<file path="src/include/edsc_pkg.sv">
// shared constants and types of the emitter drive configuration bank
package edsc_pkg;

   // clock and time base
   localparam int unsigned CLK_PERIOD_NS = 25;
   localparam int unsigned STEP_NS = 1000;
   // cycles per delay step, least time so rounded up
   localparam int unsigned STEP_CYC = (STEP_NS + CLK_PERIOD_NS - 1) / CLK_PERIOD_NS;

   // register indices, byte address is four times the index
   localparam logic [7:0] IDX_SEQ_A_EMITTER1_DRIVE = 8'h29;
   localparam logic [7:0] IDX_SEQ_B_EMITTER1_DRIVE = 8'h2a;
   localparam logic [7:0] IDX_SEQ_A_EMITTER2_DRIVE = 8'h2b;
   localparam logic [7:0] IDX_SEQ_B_EMITTER2_DRIVE = 8'h2c;
   localparam logic [7:0] IDX_SEQ_A_EMITTER3_DRIVE = 8'h2d;
   localparam logic [7:0] IDX_SEQ_B_EMITTER3_DRIVE = 8'h2e;
   localparam logic [7:0] IDX_SEQ_A_SLOTS_1_2_MASK = 8'h2f;
   localparam logic [7:0] IDX_SEQ_A_SLOTS_3_4_MASK = 8'h30;
   localparam logic [7:0] IDX_SEQ_A_SLOTS_5_6_MASK = 8'h31;
   localparam logic [7:0] IDX_SEQ_A_SLOTS_7_8_MASK = 8'h32;
   localparam logic [7:0] IDX_SEQ_B_SLOTS_1_2_MASK = 8'h33;
   localparam logic [7:0] IDX_SEQ_B_SLOTS_3_4_MASK = 8'h34;
   localparam logic [7:0] IDX_SUPPLY_MONITOR_DELAY = 8'h35;

   // field layout
   localparam int unsigned MASK_W = 3;
   localparam int unsigned MASK_ODD_LSB = 4;
   localparam int unsigned MASK_EVEN_LSB = 0;
   localparam logic [6:0] CODE1_KEEP = 7'h3f;
   localparam logic [6:0] CODE23_KEEP = 7'h7f;

   // reset values
   localparam logic [7:0] RST_REG = 8'h00;

   // slot counts
   localparam int unsigned SLOTS_A = 8;
   localparam int unsigned SLOTS_B = 4;
   localparam int unsigned MASK_PAIRS = (SLOTS_A + SLOTS_B) / 2;

   // which sequencer runs
   typedef enum logic {EDSC_SEQ_A, EDSC_SEQ_B} edsc_seq_t;

   // drive set handed to the analog emitter drivers
   typedef struct packed {
      logic [2:0] on;
      logic [5:0] code1;
      logic [6:0] code2;
      logic [6:0] code3;
   } edsc_drive_t;

   // settle timer states
   typedef enum logic {EDSC_T_IDLE, EDSC_T_WAIT} edsc_tstate_t;

endpackage : edsc_pkg

</file>
<file path="src/hdl/edsc_bank.sv">
// apb register bank for emitter drive codes, slot masks and settle delay
//
// The APB interface to the registers was decided locally.
`timescale 1ns/1ps
// Overview of operation
// [RULE_01] emitter 1 code is six bits
// [RULE_02] emitter 2 code is seven bits
// [RULE_03] emitter 3 code is seven bits
// [RULE_04] separate codes per sequencer, active set applied
// [RULE_05] mask bits select emitters one to three
// [RULE_06] zero mask drives none, ones drive all
// [RULE_07] sequencer a: eight slots, two per register
// [RULE_08] sequencer b: four slots in two registers
// [RULE_09] turn-on waits code microseconds before monitoring
// [RULE_10] masked emitters use active sequencer code
// [RULE_11] unused bits ignore writes, read zero
module edsc_bank import edsc_pkg::*; #(
   parameter int unsigned ADDR_W = 8
) (
   // clock and reset
   input wire logic pclk,
   input wire logic presetn,
   // apb slave
   input wire logic psel,
   input wire logic penable,
   input wire logic pwrite,
   input wire logic [ADDR_W-1:0] paddr,
   input wire logic [31:0] pwdata,
   input wire logic [3:0] pstrb,
   output logic [31:0] prdata,
   output logic pready,
   output logic pslverr,
   // sequencer timing
   input wire logic slot_valid,
   input wire edsc_seq_t seq_sel,
   input wire logic [2:0] slot_idx,
   // emitter drive
   output edsc_drive_t drive_r,
   output logic monitor_start
);

   // the index must fit eight bits without aliasing
   if (ADDR_W < 8 || ADDR_W > 10) begin : g_bad
      $error("edsc_bank: ADDR_W must be 8 to 10");
   end

   // stored configuration
   logic [6:0] code_r [3][2]; // emitter by sequencer
   logic [MASK_W-1:0] mask_r [SLOTS_A + SLOTS_B]; // a slots then b slots
   logic [7:0] wait_r; // settle delay code

   // bus side
   logic [31:0] prdata_r; // read data flop
   logic pready_r; // ready flop
   logic pslverr_r; // error flop
   logic [7:0] idx; // register index
   logic [7:0] off_c; // offset in code range
   logic [7:0] off_m; // offset in mask range
   logic [7:0] rd_val; // selected read value
   logic hit; // mapped and aligned
   logic setup; // first cycle of a transfer
   logic wr_en; // write commit edge

   // drive side
   edsc_drive_t drive_nxt; // next drive set
   logic slot_ok; // slot exists for this sequencer
   logic [MASK_W-1:0] msk; // mask of current slot
   logic [3:0] slot_pos; // slot position in mask_r
   logic seq_i; // sequencer as index
   logic turn_on; // some emitter switches on
   logic timer_done; // settle delay expired

   assign prdata = prdata_r;
   assign pready = pready_r;
   assign pslverr = pslverr_r;

   // index from the word address, byte lanes below are ignored
   assign idx = 8'(paddr >> 2);
   assign off_c = idx - IDX_SEQ_A_EMITTER1_DRIVE;
   assign off_m = idx - IDX_SEQ_A_SLOTS_1_2_MASK;
   assign setup = psel && !penable;
   // commit only at the edge where ready is seen
   assign wr_en = psel && penable && pready_r && pwrite && hit && pstrb[0];

   // address decode and read value
   always_comb begin
      hit = (paddr[1:0] == 2'b00);
      rd_val = 8'h00;
      if (idx >= IDX_SEQ_A_EMITTER1_DRIVE && idx <= IDX_SEQ_B_EMITTER3_DRIVE) begin
         // upper bit of emitter 1 code is always zero
         rd_val = {1'b0, code_r[off_c[2:1]][off_c[0]]}; // RULE_04
      end else if (idx >= IDX_SEQ_A_SLOTS_1_2_MASK && idx <= IDX_SEQ_B_SLOTS_3_4_MASK) begin
         // odd slot high, following even slot low
         rd_val = {1'b0, mask_r[{off_m[2:0], 1'b0}], 1'b0,
                   mask_r[{off_m[2:0], 1'b1}]}; // RULE_07
      end else if (idx == IDX_SUPPLY_MONITOR_DELAY) begin
         rd_val = wait_r;
      end else begin
         hit = 1'b0; // unmapped index
      end
   end

   // ready comes one cycle after setup, so every access has one wait-free access cycle
   always_ff @(posedge pclk or negedge presetn) begin
      if (!presetn) begin
         pready_r <= 1'b0;
      end else begin
         pready_r <= setup;
      end
   end

   // read data and error captured in setup, upper bits zero
   always_ff @(posedge pclk or negedge presetn) begin
      if (!presetn) begin
         prdata_r <= 32'h00000000;
         pslverr_r <= 1'b0;
      end else if (setup) begin
         // refused reads give zero, a misaligned address would alias a live register
         prdata_r <= (pwrite || !hit) ? 32'h00000000 : {24'h000000, rd_val}; // RULE_11
         pslverr_r <= !hit;
      end else if (pready_r) begin
         pslverr_r <= 1'b0;
      end
   end

   // drive code registers, one per emitter and sequencer
   for (genvar e = 0; e < 3; e++) begin : g_emit
      for (genvar s = 0; s < 2; s++) begin : g_seq
         localparam logic [7:0] MY_IDX = IDX_SEQ_A_EMITTER1_DRIVE + 8'(2 * e + s);
         localparam logic [6:0] KEEP = (e == 0) ? CODE1_KEEP : CODE23_KEEP;
         // each set is written on its own index only
         always_ff @(posedge pclk or negedge presetn) begin
            if (!presetn) begin
               code_r[e][s] <= RST_REG[6:0];
            end else if (wr_en && idx == MY_IDX) begin
               code_r[e][s] <= pwdata[6:0] & KEEP; // RULE_01 RULE_02 RULE_03 RULE_04
            end
         end
      end
   end

   // slot mask registers, two slots in each
   for (genvar p = 0; p < MASK_PAIRS; p++) begin : g_pair
      localparam logic [7:0] MY_IDX = IDX_SEQ_A_SLOTS_1_2_MASK + 8'(p);
      // bits 7 and 3 are dropped
      always_ff @(posedge pclk or negedge presetn) begin
         if (!presetn) begin
            mask_r[2 * p] <= RST_REG[MASK_W-1:0];
            mask_r[2 * p + 1] <= RST_REG[MASK_W-1:0];
         end else if (wr_en && idx == MY_IDX) begin
            mask_r[2 * p] <= pwdata[MASK_ODD_LSB +: MASK_W]; // RULE_07 RULE_08
            mask_r[2 * p + 1] <= pwdata[MASK_EVEN_LSB +: MASK_W]; // RULE_07 RULE_08
         end
      end
   end

   // settle delay code
   always_ff @(posedge pclk or negedge presetn) begin
      if (!presetn) begin
         wait_r <= RST_REG;
      end else if (wr_en && idx == IDX_SUPPLY_MONITOR_DELAY) begin
         wait_r <= pwdata[7:0];
      end
   end

   // choose the current slot mask
   always_comb begin
      seq_i = (seq_sel == EDSC_SEQ_B);
      // sequencer b has only four slots
      slot_ok = slot_valid && (!seq_i || slot_idx < 3'(SLOTS_B)); // RULE_08
      slot_pos = seq_i ? 4'({1'b0, slot_idx} + 4'(SLOTS_A)) : {1'b0, slot_idx};
      msk = mask_r[slot_pos];
      drive_nxt = '0;
      if (slot_ok) begin
         drive_nxt.on = msk; // RULE_05 RULE_06
         // a clear bit keeps that emitter at code zero and off
         if (msk[0]) begin
            drive_nxt.code1 = code_r[0][seq_i][5:0]; // RULE_10 RULE_01
         end
         if (msk[1]) begin
            drive_nxt.code2 = code_r[1][seq_i]; // RULE_10 RULE_02
         end
         if (msk[2]) begin
            drive_nxt.code3 = code_r[2][seq_i]; // RULE_10 RULE_03
         end
      end
   end

   // registered drive set to the analog side
   always_ff @(posedge pclk or negedge presetn) begin
      if (!presetn) begin
         drive_r <= '0;
      end else begin
         drive_r <= drive_nxt; // RULE_04 RULE_10
      end
   end

   // only an emitter going from off to on restarts the settle wait
   assign turn_on = |(drive_nxt.on & ~drive_r.on);

   // settle timer, its done output is a flop
   edsc_settle_timer #(
      .STEPS(STEP_CYC),
      .WAIT_W(8)
   ) u_settle (
      .pclk(pclk),
      .presetn(presetn),
      .start_i(turn_on), // RULE_09
      .cancel_i(drive_nxt.on == 3'b000),
      .delay_i(wait_r),
      .done_r(timer_done)
   );

   assign monitor_start = timer_done;

   // checks

   chk_apb_ready: assert property (
      @(posedge pclk) disable iff (!presetn)
      setup |=> pready_r ##1 !pready_r)
      else $error("ready not one cycle after setup");

   chk_code1_six_bits: assert property ( // RULE_01
      @(posedge pclk) disable iff (!presetn)
      (wr_en && idx == IDX_SEQ_A_EMITTER1_DRIVE)
      |=> code_r[0][0] == {1'b0, $past(pwdata[5:0])})
      else $error("emitter 1 code not six bits");

   chk_code2_seven_bits: assert property ( // RULE_02
      @(posedge pclk) disable iff (!presetn)
      (wr_en && idx == IDX_SEQ_A_EMITTER2_DRIVE) |=> code_r[1][0] == $past(pwdata[6:0]))
      else $error("emitter 2 code not stored");

   chk_code3_seven_bits: assert property ( // RULE_03
      @(posedge pclk) disable iff (!presetn)
      (wr_en && idx == IDX_SEQ_B_EMITTER3_DRIVE) |=> code_r[2][1] == $past(pwdata[6:0]))
      else $error("emitter 3 code not stored");

   chk_seq_sets_apart: assert property ( // RULE_04
      @(posedge pclk) disable iff (!presetn)
      (wr_en && idx == IDX_SEQ_A_EMITTER1_DRIVE) |=> $stable(code_r[0][1]))
      else $error("sequencer b code disturbed");

   chk_mask_selects: assert property ( // RULE_05
      @(posedge pclk) disable iff (!presetn)
      (slot_valid && seq_sel == EDSC_SEQ_A) |=> drive_r.on == $past(mask_r[slot_idx]))
      else $error("emitters differ from slot mask");

   chk_zero_mask_off: assert property ( // RULE_06
      @(posedge pclk) disable iff (!presetn)
      (!slot_ok || msk == 3'b000) |=> drive_r == '0)
      else $error("emitter driven with empty mask");

   chk_pair_layout: assert property ( // RULE_07
      @(posedge pclk) disable iff (!presetn)
      (wr_en && idx == IDX_SEQ_A_SLOTS_1_2_MASK)
      |=> mask_r[0] == $past(pwdata[6:4]) && mask_r[1] == $past(pwdata[2:0]))
      else $error("slot pair layout wrong");

   chk_seq_b_slots: assert property ( // RULE_08
      @(posedge pclk) disable iff (!presetn)
      (slot_valid && seq_sel == EDSC_SEQ_B && slot_idx == 3'd3)
      |=> drive_r.on == $past(mask_r[SLOTS_A + 3]))
      else $error("sequencer b slot 4 mask wrong");

   chk_zero_wait: assert property ( // RULE_09
      @(posedge pclk) disable iff (!presetn)
      (turn_on && wait_r == 8'h00) |=> monitor_start)
      else $error("zero wait not immediate");

   chk_active_code: assert property ( // RULE_10
      @(posedge pclk) disable iff (!presetn)
      (slot_ok && msk[2]) |=> drive_r.code3 == $past(code_r[2][seq_i]))
      else $error("emitter 3 code not from active sequencer");

   chk_read_upper_zero: assert property ( // RULE_11
      @(posedge pclk) disable iff (!presetn)
      (setup && !hit) |=> prdata_r == 32'h00000000 && pslverr_r)
      else $error("unmapped read not zero with error");

   chk_code1_seq_b: assert property ( // RULE_01
      @(posedge pclk) disable iff (!presetn)
      (wr_en && idx == IDX_SEQ_B_EMITTER1_DRIVE)
      |=> code_r[0][1] == {1'b0, $past(pwdata[5:0])})
      else $error("sequencer b emitter 1 code not six bits");

   chk_code2_seq_b: assert property ( // RULE_02
      @(posedge pclk) disable iff (!presetn)
      (wr_en && idx == IDX_SEQ_B_EMITTER2_DRIVE) |=> code_r[1][1] == $past(pwdata[6:0]))
      else $error("sequencer b emitter 2 code not stored");

   chk_code3_seq_a: assert property ( // RULE_03
      @(posedge pclk) disable iff (!presetn)
      (wr_en && idx == IDX_SEQ_A_EMITTER3_DRIVE) |=> code_r[2][0] == $past(pwdata[6:0]))
      else $error("sequencer a emitter 3 code not stored");

   chk_all_ones_mask: assert property ( // RULE_06
      @(posedge pclk) disable iff (!presetn)
      (slot_ok && msk == 3'b111) |=> drive_r.on == 3'b111)
      else $error("full mask does not drive all emitters");

   chk_seq_b_upper_off: assert property ( // RULE_08
      @(posedge pclk) disable iff (!presetn)
      (slot_valid && seq_sel == EDSC_SEQ_B && slot_idx >= 3'(SLOTS_B)) |=> drive_r == '0)
      else $error("sequencer b slot beyond four drives an emitter");

   chk_delay_stored: assert property ( // RULE_09
      @(posedge pclk) disable iff (!presetn)
      (wr_en && idx == IDX_SUPPLY_MONITOR_DELAY) |=> wait_r == $past(pwdata[7:0]))
      else $error("settle delay code not stored");

   chk_delay_read: assert property ( // RULE_09
      @(posedge pclk) disable iff (!presetn)
      (setup && !pwrite && paddr[1:0] == 2'b00 && idx == IDX_SUPPLY_MONITOR_DELAY)
      |=> prdata_r == {24'h000000, $past(wait_r)})
      else $error("settle delay code reads back wrong");

   chk_no_early_start: assert property ( // RULE_09
      @(posedge pclk) disable iff (!presetn)
      (turn_on && wait_r != 8'h00) |=> !monitor_start)
      else $error("monitor started before the settle wait");

   chk_strobe_gate: assert property ( // RULE_09
      @(posedge pclk) disable iff (!presetn)
      (psel && penable && pready_r && pwrite && !pstrb[0]) |=> $stable(wait_r))
      else $error("write without low strobe changed the delay");

   chk_active_code1: assert property ( // RULE_10
      @(posedge pclk) disable iff (!presetn)
      (slot_ok && msk[0]) |=> drive_r.code1 == $past(code_r[0][seq_i][5:0]))
      else $error("emitter 1 code not from active sequencer");

   chk_active_code2: assert property ( // RULE_10
      @(posedge pclk) disable iff (!presetn)
      (slot_ok && msk[1]) |=> drive_r.code2 == $past(code_r[1][seq_i]))
      else $error("emitter 2 code not from active sequencer");

   chk_off_code_zero: assert property ( // RULE_10
      @(posedge pclk) disable iff (!presetn)
      (slot_ok && !msk[1]) |=> drive_r.code2 == 7'h00)
      else $error("unmasked emitter 2 carries a code");

   chk_error_with_ready: assert property (
      @(posedge pclk) disable iff (!presetn)
      pslverr_r |-> pready_r)
      else $error("error shown outside the access cycle");

   chk_upper_bits_zero: assert property ( // RULE_11
      @(posedge pclk) disable iff (!presetn)
      prdata_r[31:8] == 24'h000000)
      else $error("read data upper bits not zero");

endmodule : edsc_bank

</file>
<file path="src/hdl/edsc_settle_timer.sv">
// settle delay between emitter turn-on and supply monitoring start
`timescale 1ns/1ps
module edsc_settle_timer import edsc_pkg::*; #(
   parameter int unsigned STEPS = STEP_CYC,
   parameter int unsigned WAIT_W = 8
) (
   // clock and reset
   input wire logic pclk,
   input wire logic presetn,
   // control
   input wire logic start_i,
   input wire logic cancel_i,
   input wire logic [WAIT_W-1:0] delay_i,
   // result
   output logic done_r
);

   // refuse shapes the counters cannot hold
   if (STEPS < 1 || STEPS > 65535 || WAIT_W < 1 || WAIT_W > 16) begin : g_bad
      $error("edsc_settle_timer: unsupported STEPS or WAIT_W");
   end

   edsc_tstate_t state_r; // timer state
   logic [15:0] div_r; // cycles inside the current step
   logic [WAIT_W-1:0] remain_r; // steps still to wait
   logic tick; // one-cycle step enable from the divider

   // divider reaches end of step
   assign tick = (state_r == EDSC_T_WAIT) && (div_r == 16'(STEPS - 1));

   // restart wins over cancel so a fresh turn-on is never lost
   always_ff @(posedge pclk or negedge presetn) begin
      if (!presetn) begin
         state_r <= EDSC_T_IDLE;
         div_r <= 16'h0000;
         remain_r <= '0;
         done_r <= 1'b0;
      end else begin
         done_r <= 1'b0;
         if (start_i) begin
            div_r <= 16'h0000;
            remain_r <= delay_i;
            if (delay_i == '0) begin
               done_r <= 1'b1; // zero code, no wait [RULE_09]
               state_r <= EDSC_T_IDLE;
            end else begin
               state_r <= EDSC_T_WAIT;
            end
         end else if (cancel_i) begin
            state_r <= EDSC_T_IDLE; // emitters off, nothing to monitor
         end else begin
            case (state_r)
               EDSC_T_IDLE: begin
                  div_r <= 16'h0000;
               end
               EDSC_T_WAIT: begin
                  if (tick) begin
                     div_r <= 16'h0000;
                     if (remain_r == WAIT_W'(1)) begin
                        done_r <= 1'b1; // whole steps elapsed [RULE_09]
                        state_r <= EDSC_T_IDLE;
                     end else begin
                        remain_r <= remain_r - WAIT_W'(1);
                     end
                  end else begin
                     div_r <= div_r + 16'h0001;
                  end
               end
               default: state_r <= EDSC_T_IDLE;
            endcase
         end
      end
   end

   // helper: cycles since the last start and the delay then taken
   logic [23:0] elapsed_r;
   logic [WAIT_W-1:0] dly_l_r;
   always_ff @(posedge pclk or negedge presetn) begin
      if (!presetn) begin
         elapsed_r <= 24'h000000;
         dly_l_r <= '0;
      end else if (start_i) begin
         elapsed_r <= 24'h000001;
         dly_l_r <= delay_i;
      end else if (elapsed_r != 24'hffffff) begin
         elapsed_r <= elapsed_r + 24'h000001;
      end
   end

   chk_settle_exact: assert property ( // RULE_09
      @(posedge pclk) disable iff (!presetn)
      done_r |-> elapsed_r == 24'(1 + dly_l_r * STEPS))
      else $error("settle delay length wrong");

endmodule : edsc_settle_timer

</file>
<file path="config.mk">
export PLATFORM = sky130hd
export DESIGN_NAME = edsc_bank
export DESIGN_NICKNAME = d
export VERILOG_FILES = /design/src/include/edsc_pkg.sv /design/src/hdl/edsc_bank.sv /design/src/hdl/edsc_settle_timer.sv
export SDC_FILE = /design/constraint.sdc
export NUM_CORES = 1
export LEC_CHECK = 0
export BUFFER_PORTS_ARGS = -buffer_cell sky130_fd_sc_hd__buf_2
export CAP_MARGIN = 20
export CORE_ASPECT_RATIO = 1.1
export CORE_MARGIN = 3
export CORE_UTILIZATION = 59
export CTS_BUF_LIST = sky130_fd_sc_hd__clkbuf_8
export DETAILED_ROUTE_END_ITERATION = 10
export PLACE_DENSITY = 0.87
export SLEW_MARGIN = 20
export SYNTH_ARGS = -nofsm -noshare
export SYNTH_HDL_FRONTEND = slang
export SYNTH_SLANG_ARGS = --single-unit
</file>
<file path="constraint.sdc">
create_clock -name pclk -period 2.84 [get_ports pclk]
set_clock_uncertainty 0.05 [all_clocks]
set_input_delay 0.284 -clock pclk [delete_from_list [all_inputs] [get_ports pclk]]
set_output_delay 0.284 -clock pclk [all_outputs]
set_load 0.01 [all_outputs]
</file>
==> reports/qor.yml <==
placement:
  place.port_buffers: 60
  place.gp.congestion: 0.932
  dp_hpwl_um: 13100
  dpl.cell_count: 850
  place_ws_ns: 0.270
power_and_ir_drop:
  combPwrFrac_pct: 9.9
  powerDensity_mw_per_mm2: 512
  power.internal_w: 0.00320
  swShare_pct: 26.0
  ir_drop_mv: 0.405
  p_clk_share_pct: 41.1
  p_switching_w: 0.00112
  leakagePower_nw: 4.13
  seqPwrFrac_pct: 49.0
global_route:
  grt-ovfl-total: 0
  gr-usage-met2_pct: 45.0
  top_usage_layer: "met2"
  gr-usage-met3_pct: 5.54
  grt_max_degree: 76
  grt_pass1_wl_um: 30200
  use_met1_pct: 35.1
  antenna_found_initial: 0
  grt_pass1_vias: 5770
  grtUsageTotal_pct: 27.5
synth:
  synthCells: 645
  ys_ff_latch: 143
  synth_area_leader_cell: "dfrtp_1"
  synth_edf_count: 0
  async_flop_share_pct: 100
  yosys.area.top_type_share_pct: 47.2
  synth_cell_types: 66
  yosysWarnings: 0
  synth.avg_cell_area_um2: 11.7
  yosys-top-cells-area: "dfrtp_1 (47%), mux2_2 (13%), mux2i_1 (6.5%)"
  syn_area_mm2: 0.00757
  synth_ff_type: "dfrtp_1"
  synth-seq-area-share_pct: 47.2
routing:
  num_vias: 5632
  wl_per_cell_um: 21.3
  drc: 0
  wl_um: 18800
  drt_first_iter_violations: 689
  viasPerCell: 6.38
  antenna_left: 0
  first_pass_iters: 5
layout:
  n_antenna_cell: 0
  area_growth_syn_to_layout_pct: 11.6
  stdcell_count: 883
  drive_gt1_share_pct: 31.4
  layout.nets: 777
  fillCellCount: 859
floorplan:
  core_area_mm2: 0.0123
  die_h_um: 125
  die_w_um: 114
  rows: 42
  ios: 112
  start_util_pct: 61.6
  dieArea_mm2: 0.0142
setup_path:
  criticalPathCategory: "flop to flop"
  r2r_setup_slack_ns: 0.35
  crit_path_start_kind: "flop"
  cp.required_ns: 3.14
  cp.arrival_ns: 2.79
  crit_fanout: 7
  end_kind: "flop"
sta:
  min_period_ns: 2.49
  slew-limit-headroom_pct: 54.9
  hold_violations: 0
  max_freq_ghz: 0.401
  rsz0062_at_grt: "no"
  fin_ws_ns: 0.347
  worstMarginPinSlew_ns: 0.676
  slew_viol_final: 0
  holdWs_ns: 0.0322
  setup_violations: 0
  tns_ns: 0
  period_share_pct: 87.8
clock_network:
  clockRootBuffer: "clkbuf_8"
  cts_buffers: 17
  clk_pin_slew_worst_paths_ns: 0.08
  cts_tree: "yes"
  cts_buffer_depth: 2
  cts.sinks: 143
  clock_latency_ns: 0.47
  post-cts-setup-buffer-count: 0
  htreeDepth: 4
run:
  drv_cap: 0
run_status:
  status: "finished, final reports clean"
worst_hold_path:
  hp-class: "input port to flop"
==> worst paths after layout <==
path                           start          to  cells past startpoint
max                           pready  code_r[15]                      5
min reg2reg                prdata[3]   prdata[3]                      1
min                        pwdata[7]   wait_r[7]                      2
min in group asynchronous    presetn   prdata[5]                      2
max in group asynchronous    presetn   mask_r[6]                      3
max reg2reg                   pready  code_r[15]                      5
==> final cells by class <==
class | count | area [µm²] | share of cell area [%]
inverters | 14 | 52.6 | 0.622
flip-flops and latches | 143 | 3580 | 42.3
repair buffers | 85 | 509 | 6.03
clock buffers | 18 | 248 | 2.93
well taps | 154 | 193 | 2.28
clock inverters | 14 | 190 | 2.25
multi-input cells | 455 | 3680 | 43.6
==> synthesized netlist by cell type (7+ instances only) <==
cell      instances
nor3_1           16
clkbuf_1         19
nand2_1          34
mux4_2           13
a21oi_1          13
nand3_1          16
ha_1              7
o21ai_0           8
mux2_2           86
mux2i_1          49
nor2b_1           7
nand4_1           9
dfrtp_1         143
inv_1            13
and3_1           10
buf_4            25
a22o_1           11
o211ai_1          7
o21ai_1          13
nor2_1           36
==> critical path, stage by stage (launching register included) <==
cell and delay (ns):
dfrtp_1 0.35, and3_1 0.16, nand4_1 0.36, nor3b_1 0.66, nand2_1 0.42, mux2_2 0.39
==> stage by stage <==
stage / utilization [%] / instance area (µm²) / total power, W
2_1_floorplan: - / 7660 / 0.00244
3_5_place_dp: 65.1 / 8000 / 0.00257
4_1_cts: 68.7 / 8450 / 0.00434
5_1_grt: 68.7 / 8450 / 0.00448
6_report: 68.7 / 8450 / 0.00432
3_3_place_gp: 65.1 / 8000 / 0.00256
==> flip-flops by register name, summed over array words and instances (netlist names) <==
name	count
u_settle.div_r	16
mask_r	36
u_settle.done_r	1
code_r	40
u_settle.state_r	1
drive_r	23
prdata	8
wait_r	8
u_settle.remain_r	8
pready	1
pslverr	1
==> per-layer routing <==
metal / part of all wire, % / wire length, µm / vias up
met1: 39 / 7420 / 2795
met5: 0 / 0 / -
li1: - / - / 2496
met4: 3.6 / 679 / 0
met2: 50 / 9510 / 277
met3: 6.5 / 1230 / 64
==> cell usage in the layout (no fill, tap or decap), types with 3 or more instances in the layout <==
cell type	count
mux4_2	13
nand2_1	34
a311oi_1	3
a22o_1	11
a31oi_1	6
nor2b_1	7
clkinvlp_4	3
and2_1	4
nor4bb_1	3
or4_1	4
o211ai_1	7
mux2_2	86
a31o_2	3
dfrtp_1	143
nor4_1	6
buf_4	23
conb_1	24
a32o_1	6
a21oi_1	13
a211o_1	5
inv_1	15
nor4b_1	3
and3_1	10
nand4_1	9
o21ai_0	8
buf_2	59
a22oi_1	5
nor3b_1	4
bufinv_16	4
nor3_1	16
ha_1	7
nand2b_1	5
nor2_1	36
inv_6	3
clkbuf_8	18
o31a_1	3
o21ai_1	13
mux2i_1	49
nand3_1	16
==> timing repair <==
item | 4_1_cts | 5_1_grt
hold endpoints to repair | 74 | 0
gates resized for setup | 0 | 0
hold buffers | 1 | 0
==> kinds of logic (layout without fill, tap and decap cells) <==
kind of cell,Yosys count,count (layout),share of synthesized area [%]
buffers and inverters,70,131,5.30
XOR/XNOR,4,4,0.463
other,1,24,0.0495
adder cells (fa/ha/maj),7,7,1.16
AND/OR/NAND/NOR,170,170,12.0
multiplexers,150,150,23.4
flip-flops,143,143,47.2
AO/OA/AOI/OAI,100,100,10.3
==> power by group through the flow <==
stage | sequential [W] | clock, W | combinational [W]
2_1_floorplan | 0.00215 | 0 | 0.000290
3_5_place_dp | 0.00216 | 0 | 0.000416
3_3_place_gp | 0.00216 | 0 | 0.000404
6_report | 0.00212 | 0.00178 | 0.000428
4_1_cts | 0.00212 | 0.00179 | 0.000424
5_1_grt | 0.00213 | 0.00188 | 0.000470
Power figures use the tool's default switching activity.
